--- src/rtl/acs_consts.svh ---
// register offsets, field positions, reset values and counts of the sequencer
`ifndef ACS_CONSTS_SVH
`define ACS_CONSTS_SVH

`define ACS_OFF_CTRL_A   8'h00
`define ACS_OFF_CTRL_B   8'h04
`define ACS_OFF_CTRL_C   8'h08
`define ACS_OFF_RES_HI   8'h0c
`define ACS_OFF_RES_LO   8'h10
`define ACS_OFF_IRQ_STAT 8'h14
`define ACS_OFF_IRQ_MASK 8'h18

`define ACS_A_ON         0
`define ACS_A_GO         1
`define ACS_A_CH_LSB     2
`define ACS_C_CLK_LSB    0
`define ACS_C_ACQ_LSB    3
`define ACS_C_FMT        7
`define ACS_C_WMASK      8'hbf
`define ACS_M_CONV_EN    0
`define ACS_M_GLOB_EN    1

`define ACS_RST_CTRL     8'h00
`define ACS_RST_MASK     8'h00

`define ACS_DIV_2        7'h02
`define ACS_DIV_4        7'h04
`define ACS_DIV_8        7'h08
`define ACS_DIV_16       7'h10
`define ACS_DIV_32       7'h20
`define ACS_DIV_64       7'h40
`define ACS_DIV_RC       7'h00

`define ACS_CONV_TADS    8'h0b
`define ACS_INSTR_OSC    4
`define ACS_ACQ_STEP     2

`endif

--- src/rtl/acs_pkg.sv ---
// types and shared clock-select decode of the conversion sequencer
`include "acs_consts.svh"
package acs_pkg;
    typedef logic [2:0]  acs_clksel_t;
    typedef logic [2:0]  acs_acqsel_t;
    typedef logic [11:0] acs_result_t;
    typedef logic [6:0]  acs_div_t;

    typedef enum logic [3:0]
    {
        ST_IDLE  = 4'b0001,
        ST_DELAY = 4'b0010,
        ST_ACQ   = 4'b0100,
        ST_CONV  = 4'b1000
    } acs_state_e;

    // any x11 code selects the internal rc source
    function automatic logic acs_is_rc(input acs_clksel_t sel);
        return sel[1:0] == 2'b11;
    endfunction

    // oscillator periods per bit; zero means rc source
    function automatic acs_div_t acs_tad_div(input acs_clksel_t sel);
        acs_div_t div;
        div = `ACS_DIV_RC;
        case (sel)
            3'b000:  div = `ACS_DIV_2;
            3'b100:  div = `ACS_DIV_4;
            3'b001:  div = `ACS_DIV_8;
            3'b101:  div = `ACS_DIV_16;
            3'b010:  div = `ACS_DIV_32;
            3'b110:  div = `ACS_DIV_64;
            default: div = `ACS_DIV_RC;
        endcase
        return div;
    endfunction
endpackage

--- src/rtl/acs_top.sv ---
// wishbone-controlled sequencer for a 12-bit successive-approximation adc
`timescale 1ns/1ns
`include "acs_consts.svh"
module acs_top
(
    input  wire logic                ref_clk,
    input  wire logic                srst,
    input  wire logic                wb_cyc_i,
    input  wire logic                wb_stb_i,
    input  wire logic                wb_we_i,
    input  wire logic [7:0]          wb_adr_i,
    input  wire logic [3:0]          wb_sel_i,
    input  wire logic [31:0]         wb_dat_i,
    output logic      [31:0]         wb_dat_o,
    output logic                     wb_ack_o,
    output logic                     irq_o,
    input  wire logic                rc_tick_i,
    input  wire acs_pkg::acs_result_t adc_data_i,
    output logic                     adc_sample_o,
    output logic                     adc_tad_o,
    output logic      [3:0]          adc_ch_o,
    output logic      [7:0]          adc_cfg_o
);
    import acs_pkg::*;

    acs_state_e  state_q;
    logic [7:0]  ctrl_a_q;
    logic [7:0]  ctrl_b_q;
    logic [7:0]  ctrl_c_q;
    logic        go_q;
    logic        flag_q;
    logic [7:0]  mask_q;
    acs_result_t res_q;
    acs_clksel_t clk_sel_q;
    logic [7:0]  acq_len_q;
    logic [7:0]  step_q;
    logic [2:0]  dly_q;
    logic [15:0] conv_cyc_q;

    logic        req;
    logic        wr;
    logic [7:0]  wdat;
    logic [7:0]  rd_mux;
    logic        wr_ctrl_a;
    logic        start_req;
    logic        conv_done;
    logic        tad_tick;
    logic        tad_run;
    logic        mod_on;
    acs_clksel_t clk_sel;
    acs_acqsel_t acq_sel;
    logic [7:0]  res_hi;
    logic [7:0]  res_lo;

    ////////////////////////////////////////////////////////////////////////
    // wishbone slave: ack one cycle after the request, write on the ack edge
    assign req  = wb_cyc_i && wb_stb_i;
    assign wr   = req && wb_ack_o && wb_we_i && wb_sel_i[0];
    assign wdat = wb_dat_i[7:0];

    always_ff @(posedge ref_clk)
    begin
        if (srst)
            wb_ack_o <= 1'b0;
        else
            wb_ack_o <= req && !wb_ack_o;
    end

    always_ff @(posedge ref_clk)
    begin
        if (srst)
            wb_dat_o <= 32'h0000_0000;
        else if (req && !wb_ack_o)
            wb_dat_o <= {24'h00_0000, rd_mux};
    end

    // left or right justified result split over the byte pair
    always_comb
    begin
        if (ctrl_c_q[`ACS_C_FMT])
        begin
            res_hi = {4'h0, res_q[11:8]};
            res_lo = res_q[7:0];
        end
        else
        begin
            res_hi = res_q[11:4];
            res_lo = {res_q[3:0], 4'h0};
        end
    end

    always_comb
    begin
        if (wb_adr_i == `ACS_OFF_CTRL_A)
            rd_mux = {ctrl_a_q[7:2], go_q, ctrl_a_q[0]};
        else if (wb_adr_i == `ACS_OFF_CTRL_B)
            rd_mux = ctrl_b_q;
        else if (wb_adr_i == `ACS_OFF_CTRL_C)
            rd_mux = ctrl_c_q;
        else if (wb_adr_i == `ACS_OFF_RES_HI)
            rd_mux = res_hi;
        else if (wb_adr_i == `ACS_OFF_RES_LO)
            rd_mux = res_lo;
        else if (wb_adr_i == `ACS_OFF_IRQ_STAT)
            rd_mux = {7'h00, flag_q};
        else if (wb_adr_i == `ACS_OFF_IRQ_MASK)
            rd_mux = mask_q;
        else
            rd_mux = 8'h00;
    end

    ////////////////////////////////////////////////////////////////////////
    // control registers
    assign wr_ctrl_a = wr && wb_adr_i == `ACS_OFF_CTRL_A;
    assign mod_on    = ctrl_a_q[`ACS_A_ON];
    assign clk_sel   = ctrl_c_q[`ACS_C_CLK_LSB +: 3];
    assign acq_sel   = ctrl_c_q[`ACS_C_ACQ_LSB +: 3];

    always_ff @(posedge ref_clk)
    begin
        if (srst)
        begin
            ctrl_a_q <= `ACS_RST_CTRL;
            ctrl_b_q <= `ACS_RST_CTRL;
            ctrl_c_q <= `ACS_RST_CTRL;
            mask_q   <= `ACS_RST_MASK;
        end
        else if (wr)
        begin
            if (wb_adr_i == `ACS_OFF_CTRL_A)
                ctrl_a_q <= wdat;
            else if (wb_adr_i == `ACS_OFF_CTRL_B)
                ctrl_b_q <= wdat;
            else if (wb_adr_i == `ACS_OFF_CTRL_C)
                ctrl_c_q <= wdat & `ACS_C_WMASK;
            else if (wb_adr_i == `ACS_OFF_IRQ_MASK)
                mask_q <= {6'h00, wdat[1:0]};
        end
    end

    // a go written without the on bit set in the same write, or while already busy, is dropped
    assign start_req = wr_ctrl_a && wdat[`ACS_A_GO] && wdat[`ACS_A_ON]
                       && state_q == ST_IDLE;

    always_ff @(posedge ref_clk)
    begin
        if (srst)
            go_q <= 1'b0;
        else if (start_req)
            go_q <= 1'b1;
        else if (conv_done || (state_q != ST_IDLE && !mod_on))
            go_q <= 1'b0;
    end

    ////////////////////////////////////////////////////////////////////////
    // bit clock
    assign tad_run = state_q == ST_ACQ || state_q == ST_CONV;

    acs_tad_gen u_tad_gen
    (
        .ref_clk  (ref_clk),
        .srst     (srst),
        .run      (tad_run),
        .clk_sel  (clk_sel_q),
        .rc_tick  (rc_tick_i),
        .tad_tick (tad_tick)
    );

    assign conv_done = state_q == ST_CONV && mod_on && tad_tick
                       && step_q == `ACS_CONV_TADS - 8'h01;

    ////////////////////////////////////////////////////////////////////////
    // sequencer; go alone shows busy, acquisition and conversion look alike
    always_ff @(posedge ref_clk)
    begin
        if (srst)
        begin
            state_q   <= ST_IDLE;
            step_q    <= 8'h00;
            dly_q     <= 3'h0;
            clk_sel_q <= 3'h0;
            acq_len_q <= 8'h00;
        end
        else
        begin
            case (state_q)
                ST_IDLE:
                    if (start_req)
                    begin
                        step_q    <= 8'h00;
                        dly_q     <= 3'h0;
                        clk_sel_q <= clk_sel;
                        acq_len_q <= 8'(acq_sel * `ACS_ACQ_STEP);
                        if (acq_sel != 3'h0)
                            state_q <= ST_ACQ;
                        else if (acs_is_rc(clk_sel))
                            state_q <= ST_DELAY;
                        else
                            state_q <= ST_CONV;
                    end
                ST_DELAY:
                    if (!mod_on)
                        state_q <= ST_IDLE;
                    else if (dly_q == 3'(`ACS_INSTR_OSC - 1))
                        state_q <= ST_CONV;
                    else
                        dly_q <= dly_q + 3'h1;
                ST_ACQ:
                    if (!mod_on)
                        state_q <= ST_IDLE;
                    else if (tad_tick)
                    begin
                        if (step_q == acq_len_q - 8'h01)
                        begin
                            step_q  <= 8'h00;
                            state_q <= ST_CONV;
                        end
                        else
                            step_q <= step_q + 8'h01;
                    end
                ST_CONV:
                    if (!mod_on)
                        state_q <= ST_IDLE;
                    else if (conv_done)
                        state_q <= ST_IDLE;
                    else if (tad_tick)
                        step_q <= step_q + 8'h01;
                default:
                    state_q <= ST_IDLE;
            endcase
        end
    end

    ////////////////////////////////////////////////////////////////////////
    // analog side: sampling runs in every state except conversion
    always_ff @(posedge ref_clk)
    begin
        if (srst)
        begin
            adc_sample_o <= 1'b1;
            adc_tad_o    <= 1'b0;
            adc_ch_o     <= 4'h0;
            adc_cfg_o    <= 8'h00;
        end
        else
        begin
            adc_sample_o <= !(state_q == ST_CONV && !conv_done
                              && mod_on)
                            && !(start_req && acq_sel == 3'h0
                                 && !acs_is_rc(clk_sel))
                            && !(state_q == ST_DELAY && mod_on
                                 && dly_q == 3'(`ACS_INSTR_OSC - 1))
                            && !(state_q == ST_ACQ && mod_on && tad_tick
                                 && step_q == acq_len_q - 8'h01);
            adc_tad_o    <= tad_tick && state_q == ST_CONV;
            adc_ch_o     <= ctrl_a_q[`ACS_A_CH_LSB +: 4];
            adc_cfg_o    <= ctrl_b_q;
        end
    end

    always_ff @(posedge ref_clk)
    begin
        if (srst)
            res_q <= 12'h000;
        else if (conv_done)
            res_q <= adc_data_i;
    end

    ////////////////////////////////////////////////////////////////////////
    // interrupt: a completion in the clearing cycle keeps the flag set
    always_ff @(posedge ref_clk)
    begin
        if (srst)
            flag_q <= 1'b0;
        else
            flag_q <= (flag_q && !(wr && wdat[0]
                       && wb_adr_i == `ACS_OFF_IRQ_STAT))
                      || conv_done;
    end

    always_ff @(posedge ref_clk)
    begin
        if (srst)
            irq_o <= 1'b0;
        else
            irq_o <= flag_q && mask_q[`ACS_M_CONV_EN]
                     && mask_q[`ACS_M_GLOB_EN];
    end

    ////////////////////////////////////////////////////////////////////////
    // helper: cycles since the conversion began, counted from the last
    // acquisition tick when acquisition ran
    always_ff @(posedge ref_clk)
    begin
        if (srst)
            conv_cyc_q <= 16'h0000;
        else if (state_q == ST_CONV)
            conv_cyc_q <= conv_cyc_q + 16'h0001;
        else if (state_q == ST_ACQ)
            conv_cyc_q <= 16'h0001;
        else
            conv_cyc_q <= 16'h0000;
    end
endmodule

--- src/rtl/acs_tad_gen.sv ---
// per-bit conversion clock: oscillator divider or internal rc tick
`timescale 1ns/1ns
`include "acs_consts.svh"
module acs_tad_gen
(
    input  wire logic                ref_clk,
    input  wire logic                srst,
    input  wire logic                run,
    input  wire acs_pkg::acs_clksel_t clk_sel,
    input  wire logic                rc_tick,
    output logic                     tad_tick
);
    import acs_pkg::*;

    acs_div_t cnt_q;
    acs_div_t period;
    acs_div_t gap_q;

    assign period = acs_tad_div(clk_sel);

    ////////////////////////////////////////////////////////////////////////
    // counter restarts whenever run drops, so with a divider source the first tick is a full period; rc ticks pass straight through
    always_ff @(posedge ref_clk)
    begin
        if (srst || !run)
        begin
            cnt_q    <= 7'h00;
            tad_tick <= 1'b0;
        end
        else if (acs_is_rc(clk_sel))
        begin
            cnt_q    <= 7'h00;
            tad_tick <= rc_tick;
        end
        else if (cnt_q == period - 7'h01)
        begin
            cnt_q    <= 7'h00;
            tad_tick <= 1'b1;
        end
        else
        begin
            cnt_q    <= cnt_q + 7'h01;
            tad_tick <= 1'b0;
        end
    end

    ////////////////////////////////////////////////////////////////////////
    always_ff @(posedge ref_clk)
    begin
        if (srst || !run)
            gap_q <= 7'h00;
        else if (tad_tick)
            gap_q <= 7'h01;
        else
            gap_q <= gap_q + 7'h01;
    end
endmodule

--- config.mk ---
export PLATFORM = sky130hd
export DESIGN_NAME = acs_top
export DESIGN_NICKNAME = d
export VERILOG_FILES = /design/src/rtl/acs_pkg.sv /design/src/rtl/acs_top.sv /design/src/rtl/acs_tad_gen.sv
export VERILOG_INCLUDE_DIRS = /design/src /design/src/rtl
export SDC_FILE = /design/constraint.sdc
export NUM_CORES = 1
export LEC_CHECK = 0
export BUFFER_PORTS_ARGS = -buffer_cell sky130_fd_sc_hd__buf_2
export CORE_MARGIN = 2
export CORE_UTILIZATION = 58
export CTS_CLUSTER_DIAMETER = 200
export DETAILED_ROUTE_END_ITERATION = 12
export PLACE_DENSITY = 0.93
export RECOVER_POWER = 25
export SLEW_MARGIN = 20
export SYNTH_ARGS = -nofsm -noshare
export SYNTH_HDL_FRONTEND = slang
export SYNTH_SLANG_ARGS = --single-unit
export TNS_END_PERCENT = 5
--- constraint.sdc ---
create_clock -name ref_clk -period 6.3 [get_ports ref_clk]
set_clock_uncertainty 0.05 [all_clocks]
set_input_delay 0.63 -clock ref_clk [delete_from_list [all_inputs] [get_ports ref_clk]]
set_output_delay 0.63 -clock ref_clk [all_outputs]
set_load 0.05 [all_outputs]
==> impl_results.md, run 1 <==
* Max Root-Sink Buffers at 2
* Combinational power share at 8.0%
* WL/cell at about 16 um
* Type of element launching the critical path: input port
* Synthesized flop and latch total at 91
* Slowest CP cell: clkbuf_1
* Final worst setup slack at 2592 ps
* Worst flop-to-flop path endpoint: step_q[1]
* Filler instances at 619
* Synth cell types at 64
* Max-Cap Viols at 1
* CTS Hold Bufs at 0
* Reg-to-Reg Start: ctrl_a_q[0]
* Tcrit/Tclk final at 58.86%
* Worst-path fanout max at 71
* Ys flop type: dfxtp_1
* Via-to-Cell Ratio at between 5 and 6
* Cts bufs inserted at 9
* Gates resized, CTS repair at 0
* Seq/Total Area, Yosys at 40.20%
* Fin. Hold Viols at 0
* Relative slew slack at -94.42%
* Hold Startpoint: dly_q[2]
* Starting DRC count in detailed routing at about 300
* Synth warn at 0
* Vias in the first global route at 3744
* Slew Viols, Final at just over 70
* H-tree levels at 3
* Clk slew on worst S/H paths at 100 ps
* P_sw at between 200 and 300 uW
* Place WS at approximately 3400 ps
* DIE AREA at 0.008537 mm^2
* Synth Area in Adders at 1.933%
* Post-synthesis mux area share at 11.32%
* Routed metal-1 wire length at 4142 um
* Share of cells above drive strength 1 at 14.52%
* Critical Path RT at between 6000 and 7000 ps
* Core area at 0.007647 mm^2
* Area delta synth->final at 8.393%
* Dpl hpwl at 7497 um
* Slowest cell delay on critical path at 2040 ps
* Least-Margin Pin Slew at 2916 ps
* Sequential power share at a little under three fifths
* CP arrival at around 4000 ps
* Crit end category: flop
* Vias at ~3800
* Status: finished, violations left
* Cells taking the most area after synthesis: dfxtp_1 40%, mux2i_1 8.8%, nor2_1 5.1%
* PD cells at 214.0 mW/mm^2
* Largest area contributor in the netlist: dfxtp_1
* DR DRC count at 0
* Largest net degree at the start of global routing at between 70 and 80
* Met3 WL at between 500 and 600 um
* Total grt overflow at 0
* Gp weighted congestion at between 0.8 and 0.9
* GRT Overall Usage at 25.62%
* Crit-path cells: buf_2 > clkbuf_1 > inv_1 > o31ai_2 > o21ba_2
* Nets at 615
* Slack of the worst reg-to-reg path at 3510 ps
* Post-synthesis compound-gate area fraction at 12.18%
* XOR/XNOR Fraction of Synth Area at between 2 and 3%
* Simple-Gate Fraction of Synth Area at 24.27%
* Fmax achieved at 0.2697 GHz
* RSZ-0062 raised after global routing: no
* Hold endpoint: dly_q[2]
* Fin Hold WS at about 400 ps
* Failing checks: capacitance limit, slew limit
* Post-synthesis area per instance at ~9.0 um^2
* Leak Pwr at about 2.0 nW
* Hold Crit Class: reg2reg
* Tmin final at 3708 ps
* Asr flop ratio synth at 0%
* Antenna fix cells at 0
* Synth Cell Area at 0.004532 mm^2
* Buffer count from post-CTS setup fixing at 0
* Die width at about 92 um
* Max Used Layer: met4
* Reg2Reg Depth at 5
* Metal2 WL at 5368 um
* Clock Latency Late Sink at 380 ps
* Total I/O pin count at 110
* Setup CP Type: in2reg
* Mapped Cells at between 500 and 600
* Port bufs at 58
* Setup_tns at 0 ps
* Sw Ratio at 28.14%
* Root Driver: clkbuf_8
* Clk network pwr share at 37.1%
* Share of the synthesized area in the top cell type at 40.20%
* Pint at 755.4 uW
* Routed WL at 10410 um
* Post-synth EDFFs at 0
* Initial Utilization at 59.26%
* Main combinational cell family by area after synthesis: simple AND/OR/NAND/NOR gates
* Final setup viols at 0
* Sink Count at between 90 and 100
* CTS tree: built
* Rows at 32
* First-pass GRT wire length at between 15000 and 20000 um
* Remaining antenna violation count after routing at 0
* Drt pass-1 iters at 5
* Worst hold path depth at 2
* Antenna violations before repair at 0
* Die Y-Extent at 92.40 um
* VDD IR-drop max at 0.1687 mV
[power groups by stage]
stage / sequential [mW] / clock [mW] / combinational, mW
after floorplan: 0.597 / 0 / 0.0671
after global placement: 0.591 / 0 / 0.0812
after detailed placement: 0.591 / 0 / 0.0826
after CTS: 0.578 / 0.395 / 0.0831
after global routing: 0.578 / 0.419 / 0.0890
final: 0.578 / 0.390 / 0.0836
[how the worst max path moves through the flow]
stage / startpoint / end / cells past startpoint
after floorplan: wb_adr_i[7] / step_q[1] / 7
after global placement: wb_adr_i[7] / step_q[2] / 6
after detailed placement: wb_adr_i[7] / step_q[2] / 6
after CTS: clk_sel_q[2] / u_tad_gen.cnt_q[3] / 7
after global routing: srst / step_q[2] / 5
final: srst / step_q[2] / 5
[cell usage in the layout (no fill, tap or decap), types with 6 or more instances in the layout]
master	n
nand2_1	30
nor3_1	18
mux2_2	8
nand4_1	7
a21oi_1	25
ha_1	7
nand2b_1	9
buf_2	44
dfxtp_1	91
mux2i_1	40
clkbuf_8	10
o21ai_0	16
a31oi_1	8
nor2_1	61
inv_1	8
conb_1	24
xnor2_1	9
or4_1	6
nor2b_1	12
nand3_1	8
clkbuf_1	15
or3_1	6
nor4b_1	7
[metal layers]
metal,vias up,GRT usage (%)
met4,0,11.57
met3,29,4.719
met5,-,0
met1,1827,30.38
met2,137,44.95
li1,1846,-
[layout make-up]
type | count | area, um^2 | area share, %
Multi-Input combinational cell | 376 | 2461 | 50.10
Sequential cell | 91 | 1822 | 37.09
Timing Repair Buffer | 59 | 276.5 | 5.629
Clock buffer | 10 | 137.6 | 2.802
Tap cell | 102 | 127.6 | 2.598
Clock inverter | 6 | 53.80 | 1.095
Inverter | 9 | 33.78 | 0.6877
[cells in the mapped netlist (all sizes together) (9+ instances only)]
master / n
xnor2: 9
mux2i: 40
nor2: 62
nor2b: 12
dfxtp: 91
o21ai: 16
nand2b: 9
nand2: 30
a21oi: 25
buf: 29
clkbuf: 23
nor3: 19
[worst max-delay path, delay by kind of cell]
family / cells / cell delay, ps
buffers and inverters: 3 / 2710
AOI/OAI and AO/OA: 2 / 580
[cells by family (layout without fill, tap and decap cells)]
family	Yosys count	in the layout
buf+inv	61	84
compound gates	83	83
xor+xnor	12	12
mux	49	49
simple gates	201	201
fa+ha+maj	7	7
other cells	1	24
flops	91	91
[through the flow]
step	cells	cell area, um^2	total power [mW]	utilization [%]
2_1_floorplan	528	4618	0.6645	-
3_3_place_gp	637	4742	0.6723	62.01
3_5_place_dp	637	4742	0.6737	62.01
4_1_cts	653	4933	1.055	64.51
5_1_grt	653	4912	1.086	64.23
6_report	653	4912	1.051	64.23
[flip-flops by register name (all words and copies together) (netlist names)]
name and count:
acq_len_q 3, dly_q 3, adc_tad_o 1, ctrl_a_q 7
adc_ch_o 4, wb_dat_o 8, adc_sample_o 1, step_q 8
mask_q 2, u_tad_gen.tad_tick 1, irq_o 1, ctrl_c_q 7
wb_ack_o 1, go_q 1, clk_sel_q 3, res_q 12
flag_q 1, u_tad_gen.cnt_q 7, state_q 4, adc_cfg_o 8
ctrl_b_q 8
Power figures use the tool's default switching activity.
==> inputs of run 2 (changes only) <==
Settings changed: CORE_UTILIZATION 58 to 48, PLACE_DENSITY 0.93 to 0.83.
Clock period 6.3 ns to 3.4 ns, I/O delays scaled along.
==> impl_results.md, run 2 (synthesis results as in run 1) <==
* Tmin final at 2781 ps
* Worst setup path end: u_tad_gen.cnt_q[4]
* PD cells at 406.0 mW/mm^2
* Dpl hpwl at 7728 um
* Port bufs at 58
* Die Y-Extent at about 100 um
* Reg2Reg Depth at 7
* Clock Latency Late Sink at 370 ps
* CP startpoint: clk_sel_q[0]
* Nets at 617
* Status: finished, violations left
* Sink Count at around 90
* Vias at 3858
* Clk slew on worst S/H paths at 100 ps
* Top reg by flops: res_q
* Hold Crit Class: in2reg
* VDD IR-drop max at about 0.24 mV
* Gp weighted congestion at 0.8942
* Remaining antenna violation count after routing at 0
* Antenna violations before repair at 0
* First-pass GRT wire length at between 15000 and 20000 um
* Core area at 0.009196 mm^2
* Relative slew slack at -44.34%
* Final setup viols at 0
* Placed cell areas at around 0.0048 mm^2
* Final cell count without fillers at ~660
* Gates resized, CTS repair at 0
* Die width at between 100 and 150 um
* Leak Pwr at 2.004 nW
* Total grt overflow at 0
* Tcrit/Tclk final at 81.79%
* DR DRC count at 0
* Root Driver: clkbuf_8
* Max-Cap Viols at 1
* Dpl cells at 648
* Leading cell types in the layout, fill and taps excluded: 91 x dfxtp_1, 61 x nor2_1, 41 x buf_2
* Fmax achieved at 0.3596 GHz
* Slew Viols, Final at 52
* Starting DRC count in detailed routing at 189
* Reg-to-Reg Start: clk_sel_q[0]
* Max Root-Sink Buffers at 2
* Area delta synth->final at 9.498%
* Failing checks: capacitance limit, slew limit
* H-tree levels at 3
* RSZ-0062 raised after global routing: no
* CTS tree: built
* Critical Path RT at 3570 ps
* Worst hold path depth at 3
* Total I/O pin count at 110
* Post-layout instance area at 0.004962 mm^2
* Drt pass-1 iters at 5
* Setup CP Type: reg2reg
* Cts bufs inserted at 9
* Vias in the first global route at 3696
* Largest net degree at the start of global routing at 52
* WL/cell at 15.95 um
* Rows at 35
* Share of cells above drive strength 1 at 14.29%
* Antenna fix cells at 0
* Via-to-Cell Ratio at 5.810
* CTS Hold Bufs at 0
* Initial Utilization at between 40% and 50%
* Commonest non-fill, non-tap cell in the layout: dfxtp_1
* Routed WL at 10590 um
* Buffer count from post-CTS setup fixing at 0
* Slack of the worst reg-to-reg path at approximately 620 ps
* Type of element launching the critical path: flop
* Fin. Hold Viols at 0
* DIE AREA at roughly 0.010 mm^2
* Worst-path fanout max at 8
* Setup_tns at 0 ps
* GRT Overall Usage at a little over a fifth
* Largest register FFs at 12
* Least-Margin Pin Slew at 2165 ps
* CP arrival at 2950 ps
* Worst flop-to-flop path endpoint: u_tad_gen.cnt_q[4]
* Crit end category: flop
run 2: changes by cell type in the layout (fill, tap and decap cells not counted), sizes merged:
| cell | delta |
|---|---|
| clkinv | +2 |
| clkinvlp | -1 |
| buf | -1 |
| inv | -1 |
| bufinv | +1 |
| clkbuf | +2 |
run 2: how the worst min path moves through the flow:
| stage | startpoint | endpoint | slack (ps) |
|---|---|---|---|
| floorplan | dly_q[2] | dly_q[2] | 380 |
| global placement | wb_dat_o[2] | wb_dat_o[2] | 390 |
| finish | adc_data_i[9] | res_q[9] | 160 |
| detailed placement | wb_dat_o[2] | wb_dat_o[2] | 400 |
| global route | adc_data_i[11] | res_q[11] | 170 |
| CTS | adc_data_i[11] | res_q[11] | 160 |
run 2: cell type report:
type                    count  area [um^2]
inverters                   9        33.78
well taps                 111        138.9
clock inverters             7        95.09
repair buffers             61        287.8
flip-flops and latches     91         1822
fillers                   849         4234
clock buffers               9        123.9
multi-input cells         376         2461
run 2: worst max-delay path: stages (launching register included):
cell and delay [ps]:
dfxtp_1 390, or3_1 400, ha_1 270, or3_1 310
a21boi_0 190, o21ai_0 140, a2111oi_2 760, nor4b_1 140
run 2: power breakdown:
group / leakage (nW) / switching [mW] / total [mW] / internal [mW]
Sequential: 0.733 / 0.00209 / 1.07 / 1.07
Clock: 0.111 / 0.427 / 0.789 / 0.361
Combinational: 1.16 / 0.124 / 0.155 / 0.0311
run 2: stage by stage:
| step | hold slack (ps) | utilization [%] | setup WS [ps] | total power [mW] |
|---|---|---|---|---|
| 2_1_floorplan | 381.9 | - | 892.4 | 1.231 |
| 3_3_place_gp | 386.7 | 51.85 | 753.2 | 1.247 |
| 3_5_place_dp | 402.0 | 51.85 | 633.2 | 1.249 |
| 4_1_cts | 155.9 | 54.23 | 622.7 | 2.024 |
| 5_1_grt | 170.4 | 53.96 | 344.5 | 2.083 |
| 6_report | 156.2 | 53.96 | 619.1 | 2.015 |
run 2: metal layers:
metal	vias up	track usage [%]	wire length (um)
li1	1843	-	-
met1	1820	25.13	4218
met2	164	36.27	5331
met3	31	3.175	622
met4	0	11.64	416
met5	-	0	0
==> inputs of run 3 (changes only) <==
Clock period 3.4 ns to 2.4 ns, I/O delays scaled along.
==> impl_results.md, run 3 (synthesis results as in run 1) <==
* Nets at between 600 and 700
* Tcrit/Tclk final at between 90% and 100%
* Max-Cap Viols at 0
* CP arrival at 2590 ps
* Cell count along the critical path at 8
* Die Y-Extent at just over 100 um
* Worst-path fanout max at 8
* Crit-path cells: or3_1 > ha_2 > or3_1 > a21boi_1 > o21ai_1 > a2111oi_4 > buf_4 > o211a_1
* GRT Overall Usage at about 22%
* Antenna violations before repair at 0
* DR DRC count at 0
* Starting DRC count in detailed routing at 188
* Via-to-Cell Ratio at 5.698
* Crit end category: flop
* Vias in the first global route at 3736
* CP delay by family, top: compound AO/OA/AOI/OAI gates
* Total grt overflow at 0
* Clk slew on worst S/H paths at around 90 ps
* VDD IR-drop max at 0.3287 mV
* Core area at 0.009196 mm^2
* Slack of the worst reg-to-reg path at between 70 and 80 ps
* Fmax achieved at 0.4300 GHz
* Tot Pwr at between 2 and 3 mW
* Critical Path RT at 2670 ps
* Hold Crit Class: in2reg
* H-tree levels at 3
* Largest net degree at the start of global routing at 30
* Routed WL at 10740 um
* Die width at just over 100 um
* Reg-to-Reg Start: clk_sel_q[2]
* Fin. Hold Viols at 0
* Initial Utilization at 49.28%
* Leading cell types in the layout, fill and taps excluded: 91 x dfxtp_1, 61 x nor2_1, 43 x buf_2
* Rows at 35
* Leak Pwr at 2.106 nW
* Final worst setup slack at 74.30 ps
* Place WS at -57.15 ps
* Worst flop-to-flop path endpoint: u_tad_gen.tad_tick
* Cts bufs inserted at 9
* Post-layout util at a little under three fifths
* Relative slew slack at 26.90%
* Port bufs at 58
* Largest register FFs at 12
* CP startpoint: clk_sel_q[2]
* Setup CP Type: reg2reg
* Buffer count from post-CTS setup fixing at 0
* WL/cell at 15.68 um
* Root Driver: clkbuf_8
* Least-Margin Pin Slew at ~1100 ps
* Slowest CP cell: or3_1
* Area delta synth->final at 13.00%
* RSZ-0062 raised after global routing: yes
* Dpl hpwl at 8031 um
* Reg2Reg Depth at 8
* Slew Viols, Final at 0
* Max Root-Sink Buffers at 2
* First-pass GRT wire length at ~18000 um
* Drt pass-1 iters at 4
* Total I/O pin count at 110
* CP bufs+invs at 1
* Commonest non-fill, non-tap cell in the layout: dfxtp_1
* Gp weighted congestion at 0.8771
* Remaining antenna violation count after routing at 0
* Clock Latency Late Sink at between 300 and 400 ps
* PD cells at 538.0 mW/mm^2
* Vias at slightly below 4000
* Sink Count at 91
* Final setup viols at 0
* Tmin final at approximately 2300 ps
* CTS tree: built
* Type of element launching the critical path: flop
* DIE AREA at 0.01023 mm^2
* Antenna fix cells at 0
* Slowest cell delay on critical path at 410 ps
* Status: finished clean
* Top reg by flops: res_q
* Worst setup path end: u_tad_gen.tad_tick
* Share of cells above drive strength 1 at 18.47%
* Most frequent CP cell: or3_1
run 3: changes by cell type in the layout (fill, tap and decap cells not counted), moves of 2 or more:
cell / before / now
buf_4: 2 / 22
clkbuf_2: 0 / 2
clkbuf_1: 18 / 15
buf_2: 41 / 43
run 3: final cells by class:
type | instances | area (um^2)
repair buffers | 82 | 446.7
flip-flops and latches | 91 | 1822
clock buffers | 9 | 123.9
multi-input cells | 376 | 2484
clock inverters | 7 | 72.57
well taps | 111 | 138.9
inverters | 9 | 33.78
fillers | 835 | 4075
run 3: what timing repair did:
| item | in CTS | in global routing |
|---|---|---|
| hold buffers | 0 | 0 |
| resized for setup | 2 | 3 |
| endpoints found under the setup margin | 8 | 14 |
run 3: worst min-delay path by stage:
stage | startpoint | end | slack (ps) | cells past startpoint
floorplan | wb_dat_i[0] | ctrl_b_q[0] | 330 | 2
global placement | wb_dat_o[6] | wb_dat_o[6] | 390 | 2
detailed placement | wb_dat_o[6] | wb_dat_o[6] | 390 | 2
CTS | adc_data_i[9] | res_q[9] | 40 | 3
global route | adc_data_i[9] | res_q[9] | 50 | 3
finish | adc_data_i[9] | res_q[9] | 50 | 3
run 3: stage by stage:
stage,cell area [um^2],TNS [ps],instances,hold slack [ps]
floorplan,4631,0,528,333.9
global placement,4938,0,669,388.1
detailed placement,4938,-401.7,669,389.8
CTS,5135,0,685,41.08
global route,5121,-201.8,685,54.88
finish,5121,0,685,54.09
run 3: where the power goes:
part | switching, mW | internal [mW]
logic | 0.177 | 0.0495
registers | 0.00315 | 1.51
clock network | 0.608 | 0.404
run 3: routing by layer:
layer,share of wire (%),vias to the layer above,global-route usage [%]
met4,2.9,0,7.692
met3,5.1,21,4.348
li1,-,1886,-
met2,51,124,39.12
met5,0,-,0
met1,41,1872,27.12
run 3: worst min-delay path: stages:
cell and delay [ps]:
buf_2 70, mux2i_1 50, nor2_1 70
